<file path="src/design/cpm_pkg.sv">
/*
  shared constants for the clock output pin mux and strap status block:
  register indices, field positions, reset values, encodings and states.
  assumes every design and bench file refers to it as cpm_pkg::name.
*/
package cpm_pkg;

  // register indices; the byte address on the bus is four times the index
  localparam logic [15:0] IDX_CLOCK_OUTPUT_PIN_CONTROL = 16'h0463;
  localparam logic [15:0] IDX_STRAP_MODE_STATUS = 16'h0467;
  localparam logic [15:0] IDX_STRAP_CHECK_STATUS = 16'h04F0;
  localparam int unsigned BYTE_SHIFT = 2;

  localparam int unsigned DATA_W = 32;
  localparam int unsigned REG_W = 16;
  localparam int unsigned BE_W = 4;

  // clock output pin control fields
  localparam int unsigned CLK_SEL_LSB = 4;
  localparam int unsigned CLK_SEL_W = 4;
  localparam int unsigned FUNC_LSB = 0;
  localparam int unsigned FUNC_W = 3;
  localparam logic [3:0] CLK_SEL_RESET = 4'h0;
  localparam logic [3:0] CLK_SEL_CRYSTAL = 4'h0;
  localparam logic [3:0] CLK_SEL_TRANSMIT = 4'h1;
  localparam logic [2:0] FUNC_RESET = 3'h1;

  // pin function encodings
  localparam logic [2:0] FUNC_STATUS_LIGHT_2 = 3'h0;
  localparam logic [2:0] FUNC_CLOCK = 3'h1;
  localparam logic [2:0] FUNC_WAKE_ON_LAN = 3'h2;
  localparam logic [2:0] FUNC_UNDERVOLTAGE = 3'h3;
  localparam logic [2:0] FUNC_TIMING_TX = 3'h4;
  localparam logic [2:0] FUNC_TIMING_RX = 3'h5;
  localparam logic [2:0] FUNC_CONST_LOW = 3'h6;
  localparam logic [2:0] FUNC_CONST_HIGH = 3'h7;

  // strap fields, two bits each, one per configuration pin
  localparam int unsigned STRAP_PINS = 8;
  localparam int unsigned MODE_W = 2;
  localparam int unsigned STRAP_AUTO_LSB = 14;
  localparam int unsigned STRAP_ADDR02_LSB = 12;
  localparam int unsigned STRAP_ADDR13_LSB = 10;
  localparam int unsigned STRAP_ROLE_LSB = 8;
  localparam int unsigned STRAP_IF0_LSB = 6;
  localparam int unsigned STRAP_IF1_LSB = 4;
  localparam int unsigned STRAP_IF2_LSB = 2;
  localparam int unsigned STRAP_RXD3_LSB = 0;
  localparam logic [1:0] MODE_1 = 2'h0;
  localparam logic [1:0] MODE_4 = 2'h3;

  // strap check status bits
  localparam int unsigned CHK_RXD3_BAD = 0;
  localparam int unsigned CHK_AUTO_RSVD = 1;
  localparam int unsigned CHK_ROLE_RSVD = 2;
  localparam int unsigned CHK_CAPTURED = 3;

  // cycles waited after reset release before the straps are latched; reset clears
  // the synchroniser, so the agreement filter shows the pins only after the fourth edge
  localparam int unsigned SETTLE_CYCLES = 5;
  localparam int unsigned SETTLE_W = 3;

  typedef enum logic [1:0] {
    BUS_IDLE = 2'b01,
    BUS_ANSWER = 2'b10
  } cpm_bus_state_e;

  typedef enum logic [1:0] {
    CAP_SETTLE = 2'b01,
    CAP_HELD = 2'b10
  } cpm_cap_state_e;

endpackage : cpm_pkg

</file>
<file path="src/design/cpm_pin_sync.sv">
/*
  three stage synchroniser for a group of pin levels; the output only moves
  once the second and third stages agree.
  assumes the inputs are quasi static pin levels from outside the clock domain.
*/
`timescale 1ns/1ps
module cpm_pin_sync #(
  parameter int unsigned WIDTH = 16
) (
  input wire logic sys_clk,
  input wire logic rst,
  input wire logic [WIDTH-1:0] pin_in,
  output logic [WIDTH-1:0] pin_stable
);

  logic [WIDTH-1:0] stage1;
  logic [WIDTH-1:0] stage2;
  logic [WIDTH-1:0] stage3;

  // stage1 feeds stage2 only, so metastability never reaches a compare
  always_ff @(posedge sys_clk or posedge rst)
  begin
    if (rst)
    begin
      stage1 <= '0;
      stage2 <= '0;
      stage3 <= '0;
    end
    else
    begin
      stage1 <= pin_in;
      stage2 <= stage1;
      stage3 <= stage2;
    end
  end

  // per bit agreement filter
  always_ff @(posedge sys_clk or posedge rst)
  begin
    if (rst)
    begin
      pin_stable <= '0;
    end
    else
    begin
      pin_stable <= (stage2 & stage3) | (pin_stable & (stage2 ^ stage3));
    end
  end

endmodule : cpm_pin_sync

</file>
<file path="src/design/cpm_clock_pin_mux.sv">
/*
  clock output pin control register and strap mode status register behind an
  avalon-mm slave with waitrequest, plus strap capture and decode.
  assumes strap level detectors deliver a 2-bit mode number per pin, steady
  around reset release, and that pin event inputs come from sys_clk logic.
*/
// Contract
// - clock select bits 7:4 pick the pin's reference, 0000 crystal (reset) and 0001 transmit clock.
// - function bits 2:0 reset to 001 and map 000..111 to light 2, clock, wake, undervoltage, tx, rx, low, high.
// - strap status is read only and holds eight 2-bit mode numbers, 00 mode 1 up to 11 mode 4.
// - bits 15:14 give autonomous operation, 00 enabled, 11 disabled, others reserved.
// - bits 13:12 give address bits 0 and 2 as 00, 01, 11, 10 for modes 1 to 4.
// - bits 11:10 give address bits 1 and 3 as 00, 01, 11, 10 for modes 1 to 4.
// - bits 9:8 give the link role, 00 slave, 11 master, others reserved.
// - bits 7:6 give interface select bit 0 and test bit 0 as 00, 01, 11, 10 for modes 1 to 4.
// - bits 5:4 give interface select bit 1 and test bit 1 in the same way.
// - bits 3:2 give interface select bit 2 and test bit 2 in the same way.
// - bits 1:0 report the data line 3 strap, which must be mode 1; other modes are reserved.
`timescale 1ns/1ps
module cpm_clock_pin_mux #(
  parameter int unsigned ADDR_W = 16
) (
  input wire logic sys_clk,
  input wire logic rst,
  // avalon-mm slave, byte addressed
  input wire logic [ADDR_W-1:0] avs_address,
  input wire logic avs_read,
  input wire logic avs_write,
  input wire logic [cpm_pkg::DATA_W-1:0] avs_writedata,
  input wire logic [cpm_pkg::BE_W-1:0] avs_byteenable,
  output logic [cpm_pkg::DATA_W-1:0] avs_readdata,
  output logic avs_waitrequest,
  // strap mode numbers from the pin level detectors
  input wire logic [cpm_pkg::REG_W-1:0] strap_mode_pins,
  // sources for the clock output pin in its non-clock functions
  input wire logic status_light_2,
  input wire logic wake_on_lan_indication,
  input wire logic undervoltage_indication,
  input wire logic timing_tx_event,
  input wire logic timing_rx_event,
  // clock output pin steering
  output logic [cpm_pkg::CLK_SEL_W-1:0] clock_source_select,
  output logic transmit_reference_clock_selected,
  output logic clock_output_pin_clock_mode,
  output logic clock_output_pin_level,
  // decoded strap configuration
  output logic [3:0] phy_address_bits,
  output logic link_master,
  output logic autonomous_enable,
  output logic [2:0] interface_select_bits,
  output logic [2:0] test_mode_bits,
  output logic strap_captured,
  output logic strap_fault
);

  logic [cpm_pkg::REG_W-1:0] strap_stable;
  logic [cpm_pkg::REG_W-1:0] strap_mode_status;
  logic [cpm_pkg::CLK_SEL_W-1:0] clk_sel;
  logic [cpm_pkg::FUNC_W-1:0] func_sel;
  logic [cpm_pkg::SETTLE_W-1:0] settle_count;
  cpm_pkg::cpm_cap_state_e cap_state;
  cpm_pkg::cpm_bus_state_e bus_state;
  logic [ADDR_W-1:0] addr_ctrl;
  logic [ADDR_W-1:0] addr_strap;
  logic [ADDR_W-1:0] addr_check;
  logic hit_ctrl;
  logic hit_strap;
  logic hit_check;
  logic [cpm_pkg::REG_W-1:0] ctrl_view;
  logic [cpm_pkg::REG_W-1:0] check_view;
  logic [cpm_pkg::REG_W-1:0] next_read_word;
  logic [1:0] mode_auto;
  logic [1:0] mode_addr02;
  logic [1:0] mode_addr13;
  logic [1:0] mode_role;
  logic [1:0] mode_if0;
  logic [1:0] mode_if1;
  logic [1:0] mode_if2;
  logic [1:0] mode_rxd3;
  logic [1:0] pair_addr02;
  logic [1:0] pair_addr13;
  logic [1:0] pair_if0;
  logic [1:0] pair_if1;
  logic [1:0] pair_if2;
  logic next_pin_level;

  // mode number to the bit pair it stands for: 00, 01, 11, 10 for modes 1 to 4
  function automatic logic [1:0] mode_to_pair(input logic [1:0] mode);
    mode_to_pair = {mode[1], mode[1] ^ mode[0]};
  endfunction : mode_to_pair

  // strap pins cross into sys_clk before anything looks at them
  cpm_pin_sync #(
    .WIDTH(cpm_pkg::REG_W)
  ) u_strap_sync (
    .sys_clk(sys_clk),
    .rst(rst),
    .pin_in(strap_mode_pins),
    .pin_stable(strap_stable)
  );

  // capture sequencer: wait out the synchroniser, latch once, then hold
  always_ff @(posedge sys_clk or posedge rst)
  begin
    if (rst)
    begin
      cap_state <= cpm_pkg::CAP_SETTLE;
      settle_count <= '0;
    end
    else
    begin
      case (cap_state)
        cpm_pkg::CAP_SETTLE:
        begin
          if (settle_count == cpm_pkg::SETTLE_W'(cpm_pkg::SETTLE_CYCLES - 1))
          begin
            cap_state <= cpm_pkg::CAP_HELD;
          end
          else
          begin
            settle_count <= settle_count + 1'b1;
          end
        end
        cpm_pkg::CAP_HELD:
        begin
          cap_state <= cpm_pkg::CAP_HELD;
        end
        default:
        begin
          cap_state <= cpm_pkg::CAP_SETTLE;
        end
      endcase
    end
  end

  // strap register: written only at the settle exit, so later pin moves are ignored
  always_ff @(posedge sys_clk or posedge rst)
  begin
    if (rst)
    begin
      strap_mode_status <= '0;
      strap_captured <= 1'b0;
    end
    else if (cap_state == cpm_pkg::CAP_SETTLE &&
             settle_count == cpm_pkg::SETTLE_W'(cpm_pkg::SETTLE_CYCLES - 1))
    begin
      strap_mode_status <= strap_stable;
      strap_captured <= 1'b1;
    end
  end

  // split the status word into its eight mode numbers
  assign mode_auto = strap_mode_status[cpm_pkg::STRAP_AUTO_LSB +: cpm_pkg::MODE_W];
  assign mode_addr02 = strap_mode_status[cpm_pkg::STRAP_ADDR02_LSB +: cpm_pkg::MODE_W];
  assign mode_addr13 = strap_mode_status[cpm_pkg::STRAP_ADDR13_LSB +: cpm_pkg::MODE_W];
  assign mode_role = strap_mode_status[cpm_pkg::STRAP_ROLE_LSB +: cpm_pkg::MODE_W];
  assign mode_if0 = strap_mode_status[cpm_pkg::STRAP_IF0_LSB +: cpm_pkg::MODE_W];
  assign mode_if1 = strap_mode_status[cpm_pkg::STRAP_IF1_LSB +: cpm_pkg::MODE_W];
  assign mode_if2 = strap_mode_status[cpm_pkg::STRAP_IF2_LSB +: cpm_pkg::MODE_W];
  assign mode_rxd3 = strap_mode_status[cpm_pkg::STRAP_RXD3_LSB +: cpm_pkg::MODE_W];

  // mode numbers are not pin levels; translate to the configured bit pairs
  assign pair_addr02 = mode_to_pair(mode_addr02);
  assign pair_addr13 = mode_to_pair(mode_addr13);
  assign pair_if0 = mode_to_pair(mode_if0);
  assign pair_if1 = mode_to_pair(mode_if1);
  assign pair_if2 = mode_to_pair(mode_if2);

  // decoded configuration outputs, registered; reserved role and autonomy codes fall back to defaults
  always_ff @(posedge sys_clk or posedge rst)
  begin
    if (rst)
    begin
      phy_address_bits <= '0;
      link_master <= 1'b0;
      autonomous_enable <= 1'b0;
      interface_select_bits <= '0;
      test_mode_bits <= '0;
    end
    else
    begin
      phy_address_bits <= {pair_addr13[0], pair_addr02[0], pair_addr13[1], pair_addr02[1]};
      link_master <= (mode_role == cpm_pkg::MODE_4);
      autonomous_enable <= strap_captured && (mode_auto == cpm_pkg::MODE_1);
      interface_select_bits <= {pair_if2[1], pair_if1[1], pair_if0[1]};
      test_mode_bits <= {pair_if2[0], pair_if1[0], pair_if0[0]};
    end
  end

  // strap sanity: data line 3 off mode 1, or a reserved autonomy or role code
  assign check_view = {{(cpm_pkg::REG_W - cpm_pkg::CHK_CAPTURED - 1){1'b0}},
                       strap_captured,
                       (mode_role != cpm_pkg::MODE_1) && (mode_role != cpm_pkg::MODE_4),
                       (mode_auto != cpm_pkg::MODE_1) && (mode_auto != cpm_pkg::MODE_4),
                       strap_captured && (mode_rxd3 != cpm_pkg::MODE_1)};

  always_ff @(posedge sys_clk or posedge rst)
  begin
    if (rst)
    begin
      strap_fault <= 1'b0;
    end
    else
    begin
      strap_fault <= strap_captured && (check_view[cpm_pkg::CHK_RXD3_BAD] ||
                     check_view[cpm_pkg::CHK_AUTO_RSVD] || check_view[cpm_pkg::CHK_ROLE_RSVD]);
    end
  end

  // address decode against byte addresses
  assign addr_ctrl = ADDR_W'({cpm_pkg::IDX_CLOCK_OUTPUT_PIN_CONTROL, 2'b00});
  assign addr_strap = ADDR_W'({cpm_pkg::IDX_STRAP_MODE_STATUS, 2'b00});
  assign addr_check = ADDR_W'({cpm_pkg::IDX_STRAP_CHECK_STATUS, 2'b00});

  always_comb
  begin
    hit_ctrl = 1'b0;
    hit_strap = 1'b0;
    hit_check = 1'b0;
    if (avs_address == addr_ctrl)
    begin
      hit_ctrl = 1'b1;
    end
    else if (avs_address == addr_strap)
    begin
      hit_strap = 1'b1;
    end
    else if (avs_address == addr_check)
    begin
      hit_check = 1'b1;
    end
  end

  // control register view; reserved positions are constant zero
  always_comb
  begin
    ctrl_view = '0;
    ctrl_view[cpm_pkg::CLK_SEL_LSB +: cpm_pkg::CLK_SEL_W] = clk_sel;
    ctrl_view[cpm_pkg::FUNC_LSB +: cpm_pkg::FUNC_W] = func_sel;
  end

  // read mux; unmapped addresses read zero
  always_comb
  begin
    next_read_word = '0;
    if (hit_ctrl)
    begin
      next_read_word = ctrl_view;
    end
    else if (hit_strap)
    begin
      next_read_word = strap_mode_status;
    end
    else if (hit_check)
    begin
      next_read_word = check_view;
    end
  end

  // bus handshake: one wait cycle per access; held off until straps are latched
  // so software never reads a half settled strap word
  always_ff @(posedge sys_clk or posedge rst)
  begin
    if (rst)
    begin
      bus_state <= cpm_pkg::BUS_IDLE;
      avs_waitrequest <= 1'b1;
      avs_readdata <= '0;
    end
    else
    begin
      case (bus_state)
        cpm_pkg::BUS_IDLE:
        begin
          avs_waitrequest <= 1'b1;
          if ((avs_read || avs_write) && strap_captured)
          begin
            bus_state <= cpm_pkg::BUS_ANSWER;
            avs_waitrequest <= 1'b0;
            avs_readdata <= {{(cpm_pkg::DATA_W - cpm_pkg::REG_W){1'b0}}, next_read_word};
          end
        end
        cpm_pkg::BUS_ANSWER:
        begin
          bus_state <= cpm_pkg::BUS_IDLE;
          avs_waitrequest <= 1'b1;
        end
        default:
        begin
          bus_state <= cpm_pkg::BUS_IDLE;
          avs_waitrequest <= 1'b1;
        end
      endcase
    end
  end

  // control register write at the edge where the master sees waitrequest low;
  // only byte lane 0 carries live bits, status registers ignore writes
  always_ff @(posedge sys_clk or posedge rst)
  begin
    if (rst)
    begin
      clk_sel <= cpm_pkg::CLK_SEL_RESET;
      func_sel <= cpm_pkg::FUNC_RESET;
    end
    else if (bus_state == cpm_pkg::BUS_ANSWER && avs_write && hit_ctrl && avs_byteenable[0])
    begin
      clk_sel <= avs_writedata[cpm_pkg::CLK_SEL_LSB +: cpm_pkg::CLK_SEL_W];
      func_sel <= avs_writedata[cpm_pkg::FUNC_LSB +: cpm_pkg::FUNC_W];
    end
  end

  // function mux for the pin's non-clock uses
  always_comb
  begin
    next_pin_level = 1'b0;
    case (func_sel)
      cpm_pkg::FUNC_STATUS_LIGHT_2: next_pin_level = status_light_2;
      cpm_pkg::FUNC_CLOCK: next_pin_level = 1'b0;
      cpm_pkg::FUNC_WAKE_ON_LAN: next_pin_level = wake_on_lan_indication;
      cpm_pkg::FUNC_UNDERVOLTAGE: next_pin_level = undervoltage_indication;
      cpm_pkg::FUNC_TIMING_TX: next_pin_level = timing_tx_event;
      cpm_pkg::FUNC_TIMING_RX: next_pin_level = timing_rx_event;
      cpm_pkg::FUNC_CONST_LOW: next_pin_level = 1'b0;
      cpm_pkg::FUNC_CONST_HIGH: next_pin_level = 1'b1;
      default: next_pin_level = 1'b0;
    endcase
  end

  // pin steering outputs; the clock itself is muxed in the pad ring, this only steers it
  always_ff @(posedge sys_clk or posedge rst)
  begin
    if (rst)
    begin
      clock_source_select <= cpm_pkg::CLK_SEL_RESET;
      transmit_reference_clock_selected <= 1'b0;
      clock_output_pin_clock_mode <= 1'b1;
      clock_output_pin_level <= 1'b0;
    end
    else
    begin
      clock_source_select <= clk_sel;
      transmit_reference_clock_selected <= (clk_sel == cpm_pkg::CLK_SEL_TRANSMIT);
      clock_output_pin_clock_mode <= (func_sel == cpm_pkg::FUNC_CLOCK);
      clock_output_pin_level <= next_pin_level;
    end
  end

endmodule : cpm_clock_pin_mux

</file>
<file path="config.mk">
export PLATFORM = sky130hd
export DESIGN_NAME = cpm_clock_pin_mux
export DESIGN_NICKNAME = d
export VERILOG_FILES = /design/src/design/cpm_pkg.sv /design/src/design/cpm_pin_sync.sv /design/src/design/cpm_clock_pin_mux.sv
export SDC_FILE = /design/constraint.sdc
export NUM_CORES = 1
export LEC_CHECK = 0
export ABC_AREA = 0
export BUFFER_PORTS_ARGS = -buffer_cell sky130_fd_sc_hd__buf_2
export CORE_AREA = 2 2 142 144
export CTS_CLUSTER_DIAMETER = 120
export DETAILED_ROUTE_END_ITERATION = 10
export DIE_AREA = 0 0 144 146
export SLEW_MARGIN = 0
export SYNTH_ARGS = -nofsm -noshare
export SYNTH_HDL_FRONTEND = slang
export SYNTH_SLANG_ARGS = --single-unit
</file>
<file path="constraint.sdc">
create_clock -name sys_clk -period 13.95 [get_ports sys_clk]
set_clock_uncertainty 0.05 [all_clocks]
set_input_delay 2.79 -clock sys_clk [delete_from_list [all_inputs] [get_ports sys_clk]]
set_output_delay 2.79 -clock sys_clk [all_outputs]
set_load 0.01 [all_outputs]
</file>
==> flow_summary_export.csv <==
group,metric,value,unit
setup_path,crit_arrival,4980,ps
routing,firstDrtPassIters,4,
clock_network,cts_buffer_depth,2,
timing,slew_viol_final,0,
clock_network,cts_tree,"yes",
timing,setup_viol,0,
logic_synthesis,synth_compound_area_share,8.08,%
timing,maxSlewHeadroom,31.1,%
logic_synthesis,synthXorXnorAreaFrac,1.09,%
clock_network,cts_sinks,132,
placed_design,gp_congestion,0.760,
floorplan,die_h,146,um
setup_path,startpoint,"avs_address[13]",
logic_synthesis,synth-simple-area-share,6.89,%
clock_network,cts_setup_buffers,0,
clock_network,cts_htree_levels,4,
timing,worst_pin_slew,1030,ps
setup_path,cp_max_fo,12,
timing,max_freq,213,MHz
logic_synthesis,synth_top_family_by_area,"compound AO/OA/AOI/OAI gates",
logic_synthesis,synthArstFlopShare,100,%
hold_path,hp-start,"u_strap_sync.stage1[3]",
routing,post_drt_wl_per_cell,13.5,um
clock_network,cts_repair_resize_count,0,
grt,grtUsageTotal,9.67,%
routing,drtAntennaViolNets,0,
clock_network,numCtsBuffers,17,
floorplan,coreArea,19300,um2
logic_synthesis,yosys.area_share.adder,5.46,%
logic_synthesis,yosys.area.top_type_share,66.0,%
grt,grt-ovfl-total,0,
routing,num_vias,2815,
power_and_ir_drop,max-vdd-ir-drop,0.0686,mV
timing,fin_setup_tns,0,ps
setup_path,required,14250,ps
logic_synthesis,synth_edf_count,0,
clock_network,clkSlewWorstSetupHoldPaths,60,ps
grt,grt_pass1_wl,15400,um
logic_synthesis,syn_avg_cell_area,15.2,um2
logic_synthesis,synthTopCellsByCount,"dfrtp_1 (127), mux2_2 (25), ha_1 (21)",
logic_synthesis,syn_inst,316,
logic_synthesis,yosysSeqAreaShare,68.8,%
grt,grt_start_max_net_pins,79,
logic_synthesis,yosys_warnings,0,
clock_network,root_buffer,"clkbuf_16",
logic_synthesis,synthFlopType,"dfrtp_1",
layout,drive_gt1_share,36.0,%
floorplan,pin_count,131,
setup_path,worst_setup_path_start_kind,"primary input",
layout,synthToLayoutAreaGrowth,26.7,%
timing,min_period_over_period,33.6,%
power_and_ir_drop,power.leakage,2.99,nW
logic_synthesis,ys_ff_latch,132,
job,drv_cap,0,
placed_design,io_buffers,86,
logic_synthesis,ys_top_cells_by_area,"dfrtp_1 (66%), mux2_2 (5.8%), ha_1 (5.5%), dfstp_2 (2.7%), buf_4 (2.7%)",
clock_network,insertion_delay,420,ps
timing,final.min_clock_period,4680,ps
logic_synthesis,muxShareOfSynthArea,6.06,%
setup_path,critical_path_class,"primary input to flip-flop",
clock_network,cts_hold_repair.buffers,0,
routing,drt-initial-drc-count,171,
layout,n_antenna_cell,0,
routing,postRouteWirelength,9370,um
routing,vias_per_cell,4.06,
setup_path,worstSetupEndpointType,"flip-flop",
timing,hold_viol_final,0,
setup_path,r2r-start,"cap_state[0]",
layout,fin_area,6100,um2
hold_path,min_path_type,"flip-flop to flip-flop",
layout,nets,514,
grt,antenna_found_initial,0,
grt,grt_pass1_vias,3064,
floorplan,dieArea,21000,um2
floorplan,initial_core_util,24.9,%
logic_synthesis,synth.most_common_cell,"dfrtp_1",
floorplan,die_x,144,um
logic_synthesis,yosys.area.top_type,"dfrtp_1",
floorplan,fp-row-count,51,
timing,rsz0062_at_grt,"false",
placed_design,dpl_cell_area,5500,um2
placed_design,dpl.hpwl,6560,um
power_and_ir_drop,power_density,153,nW/um2
run_status,status,"finished clean",
logic_synthesis,synth.distinct_cells,46,
logic_synthesis,synthesis.area,4810,um2
routing,drc,0,
## cell type report
| cell class | count | area [um2] |
|---|---|---|
| repair buffers | 87 | 438 |
| multi-input cells | 170 | 1390 |
| inverters | 8 | 35.0 |
| fillers | 1924 | 13200 |
| well taps | 265 | 332 |
| clock inverters | 11 | 129 |
| flip-flops and latches | 132 | 3310 |
| clock buffers | 20 | 467 |
## routing by layer
metal | track usage (%) | share of wire (%) | vias to the layer above
met2 | 15.4 | 49 | 70
met5 | 0 | 0 | -
met4 | 5.39 | 2.8 | 0
met1 | 11.1 | 43 | 1419
li1 | - | - | 1304
met3 | 3.62 | 5.1 | 22
## worst max-delay path, stage by stage
cell	delay [ps]
buf_2	100
or4b_4	550
nor4_1	590
and4_1	700
a221o_1	260
## state kept, by name, summed over array words and instances, names as in the netlist, 3 cells and up
register and cells:
u_strap_sync.stage3 16, clk_sel 4, test_mode_bits 3, interface_select_bits 3, u_strap_sync.pin_stable 16, avs_readdata 16
settle_count 3, strap_mode_status 16, phy_address_bits 4, u_strap_sync.stage2 16, u_strap_sync.stage1 16, func_sel 3
clock_source_select 4
## worst paths after layout
kind / to / slack, ps / cells after the start
worst max-delay path: avs_readdata[7] / 9270 / 5
worst max register to register: strap_mode_status[2] / 11720 / 3
max in group asynchronous: u_strap_sync.stage2[5] / 10110 / 3
worst min-delay path: u_strap_sync.stage2[3] / 300 / 0
min in group asynchronous: u_strap_sync.stage1[6] / 2360 / 2
worst min register to register: u_strap_sync.stage2[3] / 300 / 0
## cell families (layout without fill, tap and decap cells)
kind of cell / after synthesis / count (layout)
flops: 132 / 132
compound gates: 51 / 51
simple gates: 50 / 50
buf+inv: 29 / 126
mux: 26 / 26
fa+ha+maj: 21 / 21
xor+xnor: 6 / 6
other cells: 1 / 16
## layout by cell type (no fill, tap or decap), types with 3 or more instances in the layout
cell type and n:
nand3_1 3, and2_1 5, nand2_1 8, inv_1 7
clkbuf_8 3, clkinv_4 3, xor2_1 5, mux2_2 25
o21ai_0 6, a221o_1 4, dfrtp_1 127, nor3_1 5
conb_1 16, a31oi_1 3, clkinvlp_4 5, a22o_1 8
a32oi_1 4, clkbuf_16 17, a21o_1 16, dfstp_2 5
nor2_1 8, buf_2 86, ha_1 21
## where the power goes
part | internal (mW) | switching [mW] | leakage [nW]
combinational | 0.0254 | 0.0390 | 1.10
sequential | 0.412 | 0.0135 | 1.61
clock | 0.276 | 0.164 | 0.276
total | 0.713 | 0.217 | 2.99
## stage by stage
| step | utilization (%) | hold slack (ps) | setup WS [ps] | cells | power [mW] |
|---|---|---|---|---|---|
| after CTS | 31.5 | 299 | 9240 | 693 | 0.945 |
| final | 31.5 | 296 | 9270 | 693 | 0.930 |
| after global routing | 31.5 | 305 | 9140 | 693 | 0.976 |
| after detailed placement | 28.5 | 285 | 8840 | 662 | 0.498 |
| after global placement | 28.5 | 282 | 8900 | 662 | 0.495 |
| after floorplan | - | 281 | 7590 | 331 | 0.471 |
Note: power is estimated with default switching activity, not from simulation.
